--- src/qdrc_consts.svh ---
// Register offsets, field positions and opcodes for the queued read block
`ifndef QDRC_CONSTS_SVH
`define QDRC_CONSTS_SVH
// Register byte offsets (one word each)
`define QDRC_OFF_LEN      8'h00
`define QDRC_OFF_TAG      8'h04
`define QDRC_OFF_ADDR_LO  8'h08
`define QDRC_OFF_ADDR_MID 8'h0C
`define QDRC_OFF_ADDR_HI  8'h10
`define QDRC_OFF_DRIVE    8'h14
`define QDRC_OFF_OPCODE   8'h18
`define QDRC_OFF_FAIL     8'h1C
`define QDRC_OFF_STATE    8'h20
`define QDRC_OFF_CTRL     8'h24
`define QDRC_OFF_EVENT    8'h28
`define QDRC_OFF_SECTORS  8'h2C
// Opcodes
`define QDRC_OP_QREAD     8'hC7
`define QDRC_OP_RESUME    8'hA2
`define QDRC_OP_MEDIA_Q   8'hDA
// Tag and reason fields
`define QDRC_TAG_HI       7
`define QDRC_TAG_LO       3
`define QDRC_REL_BIT      2
`define QDRC_DIR_BIT      1
`define QDRC_CD_BIT       0
// Status bits
`define QDRC_ST_OCC       7
`define QDRC_ST_RDY       6
`define QDRC_ST_FAULT     5
`define QDRC_ST_SERVICE_PENDING_FLAG      4
`define QDRC_ST_XFER      3
`define QDRC_ST_CHECK     0
// Failure cause bits
`define QDRC_ER_CRC       7
`define QDRC_ER_UNC       6
`define QDRC_ER_MC        5
`define QDRC_ER_ADDRESS_NOT_FOUND      4
`define QDRC_ER_MCR       3
`define QDRC_ER_ABORT_BIT      2
`define QDRC_ER_NM        1
// Drive register
`define QDRC_DRV_LINEAR   6
// Control register bits
`define QDRC_CT_OVLP      0
`define QDRC_CT_QUEUE     1
`define QDRC_CT_ULTRA     2
// Event register bits (device back end)
`define QDRC_EV_READY     0
`define QDRC_EV_DONE      1
`define QDRC_EV_UNREC     2
`define QDRC_EV_CRC       3
`define QDRC_EV_FAULT     4
`define QDRC_EV_OTHER     5
`define QDRC_EV_NOMED     6
`define QDRC_EV_RANGE     7
`define QDRC_EV_SWAP      8
`define QDRC_EV_MCREQ     9
`define QDRC_EV_GEOFAIL   10
`define QDRC_EV_GEOOK     11
`define QDRC_EV_RELEASE   12
`define QDRC_EV_BADTAG    13
`define QDRC_FULL_COUNT   9'h100
`endif

--- src/qdrc_pkg.sv ---
// Types for the queued read command block
package qdrc_pkg;
	typedef enum logic [2:0] {
		QDRC_IDLE,
		QDRC_XFER,
		QDRC_RELEASED,
		QDRC_SERVICE,
		QDRC_DONE,
		QDRC_ERROR
	} qdrc_phase_e;
endpackage : qdrc_pkg

--- src/qdrc_core.sv ---
// Queued tagged read command interpreter with Wishbone register slave
//
// The address map and the Wishbone slave port are this design's own decisions.
`timescale 1ns/1ps
`include "qdrc_consts.svh"
module qdrc_core (
	// Clock and reset
	input  wire logic        i_clock,
	input  wire logic        i_rst,
	// Wishbone slave
	input  wire logic        i_wb_cyc,
	input  wire logic        i_wb_stb,
	input  wire logic        i_wb_we,
	input  wire logic [7:0]  i_wb_adr,
	input  wire logic [3:0]  i_wb_sel,
	input  wire logic [31:0] i_wb_dat,
	output logic      [31:0] o_wb_dat,
	output logic             o_wb_ack,
	// Data mover
	output logic             o_move_start,
	output logic [27:0]      o_move_addr,
	output logic [8:0]       o_move_count,
	output logic             o_move_linear,
	output logic             o_queue_abort
);
	logic [7:0]  len_reg, tag_reg, lo_reg, mid_reg, hi_reg, drv_reg, fail_reg, state_reg;
	logic [2:0]  ctrl_reg;
	logic        change_seen_reg, mcr_reg, geo_bad_reg, prepared_reg, wb_ack_reg;
	logic [31:0] rd_reg;
	logic        move_reg, qabort_reg;
	qdrc_pkg::qdrc_phase_e phase_reg;
	logic        wr, rd, ev_wr, op_wr;
	logic [13:0] ev;
	wire         xfer_ok = wr && i_wb_sel[0];

	// ************
	// Bus decode
	// ************
	always_comb begin
		wr    = i_wb_cyc && i_wb_stb && i_wb_we && !wb_ack_reg;
		rd    = i_wb_cyc && i_wb_stb && !i_wb_we && !wb_ack_reg;
		ev_wr = wr && (i_wb_adr == `QDRC_OFF_EVENT);
		op_wr = xfer_ok && (i_wb_adr == `QDRC_OFF_OPCODE);
		ev    = ev_wr ? i_wb_dat[13:0] : 14'h0000;
	end

	function automatic logic [31:0] rd_mux(input logic [7:0] a);
		case (a)
			`QDRC_OFF_TAG:      rd_mux = {24'h000000, tag_reg};
			`QDRC_OFF_ADDR_LO:  rd_mux = {24'h000000, lo_reg};
			`QDRC_OFF_ADDR_MID: rd_mux = {24'h000000, mid_reg};
			`QDRC_OFF_ADDR_HI:  rd_mux = {24'h000000, hi_reg};
			`QDRC_OFF_DRIVE:    rd_mux = {24'h000000, drv_reg};
			`QDRC_OFF_FAIL:     rd_mux = {24'h000000, fail_reg};
			`QDRC_OFF_STATE:    rd_mux = {24'h000000, state_reg};
			`QDRC_OFF_CTRL:     rd_mux = {29'h0000000, ctrl_reg};
			`QDRC_OFF_SECTORS:  rd_mux = {23'h000000, o_move_count};
			default:            rd_mux = 32'h00000000;
		endcase
	endfunction : rd_mux

	// Ack after one cycle, dropped the cycle after
	always_ff @(posedge i_clock) begin
		if (i_rst) begin
			wb_ack_reg <= 1'b0;
			rd_reg     <= 32'h00000000;
		end else begin
			wb_ack_reg <= (wr || rd);
			rd_reg     <= rd ? rd_mux(i_wb_adr) : 32'h00000000;
		end
	end
	assign o_wb_dat = rd_reg;
	assign o_wb_ack = wb_ack_reg;

	// ************
	// Host loaded registers
	// ************
	always_ff @(posedge i_clock) begin
		if (i_rst) begin
			len_reg  <= 8'h00;
			ctrl_reg <= 3'h0;
		end else if (xfer_ok) begin
			if (i_wb_adr == `QDRC_OFF_LEN)
				len_reg <= i_wb_dat[7:0];
			if (i_wb_adr == `QDRC_OFF_CTRL)
				ctrl_reg <= i_wb_dat[2:0];
		end
	end

	// Media side sticky state; set wins over clear
	always_ff @(posedge i_clock) begin
		if (i_rst) begin
			change_seen_reg <= 1'b0;
			mcr_reg         <= 1'b0;
			geo_bad_reg     <= 1'b0;
		end else begin
			if (ev[`QDRC_EV_SWAP])
				change_seen_reg <= 1'b1;
			else if (phase_reg == qdrc_pkg::QDRC_ERROR)
				change_seen_reg <= 1'b0;
			if (ev[`QDRC_EV_MCREQ])
				mcr_reg <= 1'b1;
			else if (op_wr && (i_wb_dat[7:0] == `QDRC_OP_MEDIA_Q
				|| i_wb_dat[7:0] == `QDRC_OP_QREAD))
				mcr_reg <= 1'b0;
			if (ev[`QDRC_EV_GEOFAIL])
				geo_bad_reg <= 1'b1;
			else if (ev[`QDRC_EV_GEOOK])
				geo_bad_reg <= 1'b0;
		end
	end

	// ************
	// Command phases
	// ************
	wire [7:0] opc     = i_wb_dat[7:0];
	wire       tag_bad = ctrl_reg[`QDRC_CT_QUEUE] && ev[`QDRC_EV_BADTAG];
	wire [7:0] tag_fld = ctrl_reg[`QDRC_CT_QUEUE] ? {tag_reg[7:3], 3'b000} : 8'h00;
	wire       other   = ev[`QDRC_EV_OTHER];
	// Live event bits count too, else a same-cycle swap or request is lost
	wire [7:0] xfer_fail = {ev[`QDRC_EV_CRC] && ctrl_reg[`QDRC_CT_ULTRA],
		ev[`QDRC_EV_UNREC], change_seen_reg | ev[`QDRC_EV_SWAP],
		ev[`QDRC_EV_RANGE] | geo_bad_reg, mcr_reg | ev[`QDRC_EV_MCREQ],
		ev[`QDRC_EV_CRC], ev[`QDRC_EV_NOMED], 1'b0};

	always_ff @(posedge i_clock) begin
		if (i_rst) begin
			phase_reg    <= qdrc_pkg::QDRC_IDLE;
			state_reg    <= 8'h40;
			fail_reg     <= 8'h00;
			tag_reg      <= 8'h00;
			lo_reg       <= 8'h00;
			mid_reg      <= 8'h00;
			hi_reg       <= 8'h00;
			drv_reg      <= 8'h00;
			prepared_reg <= 1'b0;
			move_reg     <= 1'b0;
			qabort_reg   <= 1'b0;
			o_move_addr  <= 28'h0000000;
			o_move_count <= 9'h000;
			o_move_linear <= 1'b0;
		end else begin
			move_reg   <= 1'b0;
			qabort_reg <= 1'b0;
			if (xfer_ok && phase_reg == qdrc_pkg::QDRC_IDLE) begin
				unique case (i_wb_adr)
					`QDRC_OFF_TAG:      tag_reg <= i_wb_dat[7:0];
					`QDRC_OFF_ADDR_LO:  lo_reg  <= i_wb_dat[7:0];
					`QDRC_OFF_ADDR_MID: mid_reg <= i_wb_dat[7:0];
					`QDRC_OFF_ADDR_HI:  hi_reg  <= i_wb_dat[7:0];
					`QDRC_OFF_DRIVE:    drv_reg <= i_wb_dat[7:0];
					default: ;
				endcase
			end
			unique case (phase_reg)
				qdrc_pkg::QDRC_IDLE, qdrc_pkg::QDRC_DONE, qdrc_pkg::QDRC_ERROR: begin
					if (op_wr) begin
						if (opc != `QDRC_OP_QREAD || !ctrl_reg[`QDRC_CT_OVLP]) begin
							fail_reg  <= 8'h04;
							state_reg <= 8'h41;
							tag_reg   <= {tag_fld[7:3], 3'b011};
							phase_reg <= qdrc_pkg::QDRC_ERROR;
						end else begin
							o_move_count  <= (len_reg == 8'h00) ?
								`QDRC_FULL_COUNT : {1'b0, len_reg};
							o_move_addr   <= {drv_reg[3:0], hi_reg, mid_reg, lo_reg};
							o_move_linear <= drv_reg[`QDRC_DRV_LINEAR];
							state_reg     <= 8'h80;
							fail_reg      <= 8'h00;
							phase_reg     <= qdrc_pkg::QDRC_SERVICE;
						end
					end
				end
				qdrc_pkg::QDRC_SERVICE: begin
					// Decision point after command or resume
					if (tag_bad) begin
						fail_reg  <= 8'h04;
						state_reg <= 8'h41;
						tag_reg   <= {tag_fld[7:3], 3'b011};
						phase_reg <= qdrc_pkg::QDRC_ERROR;
					end else if (ev[`QDRC_EV_RANGE] || geo_bad_reg) begin
						fail_reg  <= 8'h10;
						state_reg <= 8'h41;
						tag_reg   <= {tag_fld[7:3], 3'b011};
						phase_reg <= qdrc_pkg::QDRC_ERROR;
					end else if (ev[`QDRC_EV_READY] || prepared_reg) begin
						state_reg <= {3'b010, other, 1'b1, 3'b000};
						tag_reg   <= {tag_fld[7:3], 3'b010};
						move_reg  <= 1'b1;
						prepared_reg <= 1'b0;
						phase_reg <= qdrc_pkg::QDRC_XFER;
					end else if (ev[`QDRC_EV_RELEASE]) begin
						state_reg <= {3'b010, other | prepared_reg, 4'b0000};
						tag_reg   <= {tag_fld[7:3], 3'b100};
						phase_reg <= qdrc_pkg::QDRC_RELEASED;
					end
				end
				qdrc_pkg::QDRC_RELEASED: begin
					if (ev[`QDRC_EV_READY] || ev[`QDRC_EV_OTHER]) begin
						state_reg[`QDRC_ST_SERVICE_PENDING_FLAG] <= 1'b1;
						prepared_reg <= prepared_reg | ev[`QDRC_EV_READY];
					end
					if (op_wr && opc == `QDRC_OP_RESUME)
						phase_reg <= qdrc_pkg::QDRC_SERVICE;
				end
				qdrc_pkg::QDRC_XFER: begin
					if (ev[`QDRC_EV_UNREC] || ev[`QDRC_EV_CRC] || ev[`QDRC_EV_FAULT]
						|| ev[`QDRC_EV_NOMED]) begin
						fail_reg  <= xfer_fail;
						state_reg <= {2'b01, ev[`QDRC_EV_FAULT], other, 3'b000,
							|xfer_fail};
						tag_reg   <= {tag_fld[7:3], 3'b011};
						lo_reg    <= i_wb_dat[15:8];
						mid_reg   <= i_wb_dat[23:16];
						hi_reg    <= {4'h0, i_wb_dat[27:24]};
						qabort_reg <= ev[`QDRC_EV_UNREC];
						phase_reg <= qdrc_pkg::QDRC_ERROR;
					end else if (ev[`QDRC_EV_DONE]) begin
						fail_reg  <= 8'h00;
						state_reg <= {3'b010, other, 4'b0000};
						tag_reg   <= {tag_fld[7:3], 3'b011};
						phase_reg <= qdrc_pkg::QDRC_DONE;
					end
				end
				default: phase_reg <= qdrc_pkg::QDRC_IDLE;
			endcase
		end
	end
	assign o_move_start  = move_reg;
	assign o_queue_abort = qabort_reg;

	// ************
	// Checks
	// ************
	a_abort_on_op: assert property (@(posedge i_clock) disable iff (i_rst)
		(op_wr && phase_reg == qdrc_pkg::QDRC_IDLE && !ctrl_reg[`QDRC_CT_OVLP])
		|=> fail_reg[`QDRC_ER_ABORT_BIT] && state_reg[`QDRC_ST_CHECK])
		else $error("abort not reported");
	a_xfer_state: assert property (@(posedge i_clock) disable iff (i_rst)
		(phase_reg == qdrc_pkg::QDRC_XFER) |-> state_reg[`QDRC_ST_XFER]
		&& !state_reg[`QDRC_ST_OCC] && tag_reg[2:0] == 3'b010)
		else $error("data phase state wrong");
	a_release_flags: assert property (@(posedge i_clock) disable iff (i_rst)
		$rose(phase_reg == qdrc_pkg::QDRC_RELEASED) |-> tag_reg[2:0] == 3'b100
		&& !state_reg[`QDRC_ST_XFER])
		else $error("release flags wrong");
	a_done_clean: assert property (@(posedge i_clock) disable iff (i_rst)
		(phase_reg == qdrc_pkg::QDRC_DONE) |-> fail_reg == 8'h00 && tag_reg[2:0] == 3'b011)
		else $error("completion state wrong");
	a_start_pulse: assert property (@(posedge i_clock) disable iff (i_rst)
		o_move_start |-> phase_reg == qdrc_pkg::QDRC_XFER ##1 !o_move_start)
		else $error("start pulse wrong");
	a_count_full: assert property (@(posedge i_clock) disable iff (i_rst)
		(op_wr && opc == `QDRC_OP_QREAD && ctrl_reg[0] && len_reg == 8'h00
		&& phase_reg == qdrc_pkg::QDRC_IDLE) |=> o_move_count == 9'h100)
		else $error("zero length not 256");
	a_err_summary: assert property (@(posedge i_clock) disable iff (i_rst)
		$rose(phase_reg == qdrc_pkg::QDRC_ERROR) |-> state_reg[`QDRC_ST_CHECK]
		== (fail_reg != 8'h00) && state_reg[`QDRC_ST_RDY])
		else $error("error summary wrong");
	a_ack_one: assert property (@(posedge i_clock) disable iff (i_rst)
		o_wb_ack |=> !o_wb_ack)
		else $error("ack held too long");
	c_release: cover property (@(posedge i_clock) phase_reg == qdrc_pkg::QDRC_RELEASED);
	c_done: cover property (@(posedge i_clock) phase_reg == qdrc_pkg::QDRC_DONE);
	c_error: cover property (@(posedge i_clock) phase_reg == qdrc_pkg::QDRC_ERROR);
endmodule : qdrc_core

--- config.mk ---
export PLATFORM = sky130hd
export DESIGN_NAME = qdrc_core
export DESIGN_NICKNAME = d
export VERILOG_FILES = /design/src/qdrc_pkg.sv /design/src/qdrc_core.sv
export VERILOG_INCLUDE_DIRS = /design/src /design/src/src
export SDC_FILE = /design/constraint.sdc
export NUM_CORES = 1
export LEC_CHECK = 0
export BUFFER_PORTS_ARGS = -buffer_cell sky130_fd_sc_hd__buf_2
export CAP_MARGIN = 0
export CORE_AREA = 3 3 116 118
export DETAILED_ROUTE_END_ITERATION = 6
export DIE_AREA = 0 0 119 121
export GPL_ROUTABILITY_DRIVEN = 0
export PLACE_DENSITY = 0.67
export SLEW_MARGIN = 20
export SYNTH_ARGS = -nofsm -noshare
export SYNTH_HDL_FRONTEND = slang
export SYNTH_SLANG_ARGS = --single-unit
export TNS_END_PERCENT = 10
--- constraint.sdc ---
create_clock -name i_clock -period 5.4 [get_ports i_clock]
set_clock_uncertainty 0.15 [all_clocks]
set_input_delay 1.08 -clock i_clock [delete_from_list [all_inputs] [get_ports i_clock]]
set_output_delay 1.08 -clock i_clock [all_outputs]
set_load 0.02 [all_outputs]
* Yosys cells after proc, flatten, opt, wreduce, memory -nomap -nowiden
Index checks and enable logic that the tools add are counted.
Storage, ports and cells: word-level logic and storage cells 177, output and inout port bits 73, bits of input ports 49, flip-flop bits (word level) 147
Operators by class: equality and inequality tests 29, multiplexer cells 68, reduce and logical (&&, ||, !) cells 48, bitwise gates (word level) 10
Operators with widths (count):
- $mux W8 | 36
- $pmux W9 S9 | 1
- $pmux W8 S3 | 2
- $eq A8 B5 Y1 const B | 4
- $eq A8 B6 Y1 const B | 4
- $mux W3 | 10
- $eq A8 B8 Y1 const B | 3
- $eq A8 B4 Y1 const B | 2
- $logic_not A8 Y1 | 2
- $mux W14 | 1
- $logic_and A1 B1 Y1 | 13
- $mux W1 | 12
- $ne A2 B2 Y1 const B | 6
- $pmux W3 S4 | 1
- $pmux W4 S3 | 1
- $reduce_and A4 Y1 | 3
- $reduce_and A5 Y1 | 2
- $logic_or A1 B1 Y1 | 9
- $mux W9 | 1
- $pmux W3 S3 | 1
- $eq A8 B3 Y1 const B | 1
- $ne A8 B8 Y1 const B | 1
- $reduce_bool A2 Y1 | 4
- $reduce_or A7 Y1 | 1
- other kinds (18) | 34

* Longest topological paths before layout
depth after elaboration 11, gate-level depth with buffers 8, gate-level depth less buffers 6

* Worst setup path before layout
No wires, ideal clock.
path kind input port to flip-flop, start point input port i_wb_adr[3], end point register tag_reg[1], arrival 2.729 ns, slack 2.426 ns, stages 6, path through or4b_2 > nor2_8 > nand2_1 > mux2i_1 > a32o_1 > a221oi_1
On the way: cells in the longest elaborated chain, start to end 8, elaborated cells between the ends (all ways) 23
Ends and longest elaborated chain:
- from (decl) | RTL line qdrc_core.sv:14 | input wire logic [7:0] i_wb_adr,
- $eq A8 B3 Y1 or $eq A8 B6 Y1 (tied branches)
- $mux W8 or $logic_and A1 B1 Y1 (tied branches) | RTL line qdrc_core.sv:146, qdrc_core.sv:42
- $mux W8 or $mux W14 (tied branches) | RTL line qdrc_core.sv:145, qdrc_core.sv:44
- $mux W8, or another cell as far along | RTL line qdrc_core.sv:192 | end else if (ev[`QDRC_EV_RELEASE]) begin
- $mux W8 or $logic_or A1 B1 Y1 (tied branches) | RTL line qdrc_core.sv:186, qdrc_core.sv:207
- $mux W8 or $logic_or A1 B1 Y1 (tied branches) | RTL line qdrc_core.sv:181, qdrc_core.sv:207
- $mux W8, on equally long branches | RTL line qdrc_core.sv:176, qdrc_core.sv:207
- $pmux W8 S3 (*) | RTL line qdrc_core.sv:155 | unique case (phase_reg)
- to (signal assigned) | RTL line qdrc_core.sv:179 | tag_reg <= {tag_fld[7:3], 3'b011};
- to (signal assigned) | RTL line qdrc_core.sv:184 | tag_reg <= {tag_fld[7:3], 3'b011};
- to (signal assigned) | RTL line qdrc_core.sv:188 | tag_reg <= {tag_fld[7:3], 3'b010};
- to (decl) | RTL line qdrc_core.sv:26 | logic [7:0] len_reg, tag_reg, lo_reg, mid_reg, hi_reg, drv_reg, fail_reg, state_reg;
Every way passes the cells marked *; elsewhere a longest branch is shown, timed or not. A chain may end at the register's enable or synchronous reset.

* Worst setup path after layout
start point input port i_wb_adr[7], end point register fail_reg[4]
On the way: cells in the longest elaborated chain, start to end 8, elaborated cells between the ends (all ways) 18
Ends and longest elaborated chain:
- $eq A8 B6 Y1 (no line)
- $logic_and A1 B1 Y1 | RTL line qdrc_core.sv:42 | ev_wr = wr && (i_wb_adr == `QDRC_OFF_EVENT);
- $mux W14 | RTL line qdrc_core.sv:44 | ev = ev_wr ? i_wb_dat[13:0] : 14'h0000;
- $logic_or A1 B1 Y1 (3 in series) | RTL line qdrc_core.sv:207 | if (ev[`QDRC_EV_UNREC] || ev[`QDRC_EV_CRC] || ev[`QDRC_EV_FAULT]
- $ne A3 B3 Y1 (no line) or $mux W8 (tied branches)
- $reduce_and A4 Y1 (no line) or $pmux W8 S3 (tied branches)
- to (signal assigned) | RTL line qdrc_core.sv:209 | fail_reg <= xfer_fail;
- to (decl) | RTL line qdrc_core.sv:26
Parallel ways exist; a longest one is shown, timed or not.

==> impl_metrics.csv <==
group,metric,value,unit
logic_synthesis,ys_warn_count,0,
worst_setup_path,crit_required,5.55,ns
final_layout,final_util,52.3,%
floorplanning,die-area,14400,sq um
route,avgViaCountPerCell,5.67,
final_layout,largest_reg_flops,28,
logic_synthesis,ys_seq_area_share,43.6,%
clock_tree,clk_path_buf_depth,2,
worst_setup_path,r2r_cells,6,
sta,hold_viol_final,0,
clock_tree,clockRootBuffer,"clkbuf_16",
sta,tightest_slew,0.834,ns
route,drt-pass1-iter-count,5,
clock_tree,ctsResizeCount,0,
floorplanning,initial_core_util,44.2,%
clock_tree,clock_latency,0.41,ns
floorplanning,num_rows,41,
final_layout,drive_gt1_share,20.2,%
sta,fmaxAchievable,309,MHz
floorplanning,die_w,119,um
logic_synthesis,synth_seq_cells,121,
power,max-vdd-ir-drop,0.257,mV
worst_setup_path,arrival,3.39,ns
route,drt_iter0_drc,630,
worst_setup_path,crit_path_end,"fail_reg[4]",
route,wire_per_inst,18.4,um
sta,period_share,60.0,%
logic_synthesis,yosys.area_share.adder,0,%
logic_synthesis,synth_cell_types,62,
logic_synthesis,syn_area_per_cell,8.63,sq um
logic_synthesis,synth_simple_gate_area_share,22.4,%
grt,antenna_found_initial,0,
flow_run,cap_violations,0,
final_layout,diodes,0,
worst_setup_path,cp.depth,7,
final_layout,fin_nets,764,
final_layout,final_cell_mix,"dfxtp_1 (121), nand2_1 (95), buf_2 (90)",
worst_setup_path,critPathMaxFanout,15,
sta,rsz0062_at_grt,"no",
clock_tree,path_clk_slew,0.05,ns
logic_synthesis,syn_area,5560,sq um
sta,fin_tns_setup,0,ns
route,via_count,5089,
sta,min_period,3.24,ns
power,fin_total_pwr,2.05,mW
grt,first_global_vias,4887,
sta,setup_viol,0,
route,drc,0,
worst_setup_path,max_stage_delay,0.67,ns
clock_tree,postCtsSetupBuffers,0,
logic_synthesis,syn_inst,644,
grt,grt_pass1_wl,25900,um
hold_path,hold_depth,2,
logic_synthesis,synth-edff-count,0,
route,drt_wl_total,16500,um
worst_setup_path,r2r-start,"phase_reg[1]",
logic_synthesis,synth-compound-area-share,20.6,%
worst_setup_path,crit_family,"simple AND/OR/NAND/NOR gates",
power,p_leak,2.66,nW
grt,grt_max_degree,113,
logic_synthesis,synthXorXnorAreaFrac,0,%
floorplanning,pin_count,122,
sta,final_max_slew_viol_count,0,
sta,max_slew_margin,44.0,%
clock_tree,tritoncts,"yes",
clock_tree,hold_buffers,0,
final_layout,regMostFlops,"o_move_addr",
floorplanning,dieHeight,121,um
final_layout,area_delta_synth_final,18.4,%
logic_synthesis,synth_top_family_by_area,"simple AND/OR/NAND/NOR gates",
status,status,"completed",
logic_synthesis,async_flop_share,0,%
worst_setup_path,start_kind,"input pin",
placement,port_buffers,91,
power,power.density,312,nW/um^2
worst_setup_path,crit_buf_inv,1,
worst_setup_path,cp_slowest_cell,"or4b_1",
clock_tree,cts.sinks,121,
grt,grt_overflow,0,
logic_synthesis,synthMuxAreaShare,7.05,%
route,detail-route-antenna-nets,0,
worst_setup_path,cp_cell_sequence,"buf_2 > or4b_1 > nor3_4 > a211o_4 > o211ai_4 > nor2b_1 > a22o_1",
final_layout,layout_commonest_cell,"dfxtp_1",
hold_path,min_from,"o_move_addr[13]",
worst_setup_path,critical_path_class,"input pin to flop",
placement,post-dp-hpwl,11700,um
worst_setup_path,reg2reg_to,"tag_reg[6]",
worst_setup_path,r2r_slack,2.84,ns
worst_setup_path,end_kind,"flop",
clock_tree,cts_buffers,17,
grt,grt_use_total,22.9,%
clock_tree,htreeDepth,4,
logic_synthesis,ys.flop_type,"dfxtp_1",
hold_path,hold_class,"flop to flop",
floorplanning,core,12600,sq um
worst_setup_path,worstSetupStartpoint,"i_wb_adr[7]",
==> cell type report <==
class / instances / area (sq um)
multi-input cells: 477 / 2880
repair buffers: 95 / 492
clock buffers: 18 / 429
well taps: 172 / 215
flip-flops and latches: 121 / 2420
inverters: 3 / 11.3
fillers: 1210 / 5990
clock inverters: 12 / 129
==> through the flow <==
step / instance area (sq um) / instances / setup slack (ns) / hold slack [ns]
detailed placement: 6010 / 868 / 1.78 / 0.292
global placement: 6010 / 868 / 1.81 / 0.287
CTS: 6570 / 898 / 2.21 / 0.298
finish: 6580 / 898 / 2.16 / 0.294
global route: 6580 / 898 / 2.08 / 0.319
floorplan: 5640 / 666 / 2.43 / 0.277
==> cells in the mapped netlist (2+ instances only) <==
library cell | count | area, sq um
a211oi_1 | 23 | 173
a21o_1 | 4 | 30.0
a21oi_1 | 61 | 305
a221oi_1 | 10 | 87.6
a22o_1 | 14 | 123
a22oi_1 | 20 | 150
a31oi_1 | 10 | 62.6
and3_1 | 5 | 31.3
and4b_1 | 3 | 30.0
buf_2 | 7 | 35.0
buf_4 | 23 | 173
clkbuf_1 | 35 | 131
dfxtp_1 | 121 | 2420
inv_1 | 2 | 7.51
mux2i_1 | 38 | 380
nand2_1 | 95 | 357
nand2b_1 | 3 | 18.8
nand3_1 | 15 | 75.1
nand3b_1 | 6 | 45.0
nand4_1 | 6 | 37.5
nand4b_1 | 2 | 17.5
nor2_1 | 58 | 218
nor2_2 | 4 | 25.0
nor2b_1 | 3 | 18.8
nor3_1 | 17 | 85.1
nor3b_1 | 2 | 15.0
nor4_1 | 5 | 31.3
nor4b_2 | 2 | 30.0
o21a_1 | 2 | 15.0
o21ai_0 | 7 | 35.0
o21ai_1 | 3 | 15.0
o31ai_1 | 4 | 30.0
or3_1 | 2 | 12.5
or4_1 | 3 | 22.5
or4b_2 | 2 | 20.0
==> power by group <==
group / internal, mW / switching, mW / leakage, nW / total [mW]
logic: 0.0201 / 0.0652 / 1.42 / 0.0853
registers: 0.894 / 0.000292 / 0.974 / 0.894
clock network: 0.671 / 0.399 / 0.268 / 1.07
==> worst min path at each step <==
stage	slack (ns)	to
global route	0.32	o_move_addr[14]
detailed placement	0.29	o_move_addr[13]
floorplan	0.28	fail_reg[6]
global placement	0.29	o_move_addr[15]
finish	0.29	o_move_addr[13]
CTS	0.30	o_move_addr[13]
==> tightest hold or removal path, cell delays in order, from the launching register on <==
cell	delay, ns
dfxtp_1	0.30
nand2_1	0.05
a21oi_1	0.05
==> cell families (layout without fill, tap and decap cells) <==
family                 count (synthesis)  after routing
AOI/OAI and AO/OA                    168            168
buffers and inverters                 68            128
other                                  1             23
muxes                                 39             39
and+or+nand+nor                      247            247
DFF                                  121            121
==> layer usage <==
layer  global-route usage (%)  vias up  wire length, um
met5                        0        -                0
met2                     35.3      232             7480
met4                     11.1        0              687
met1                     30.0     2361             7090
li1                         -     2448                -
met3                     6.06       48             1280
Power figures use the tool's default switching activity.
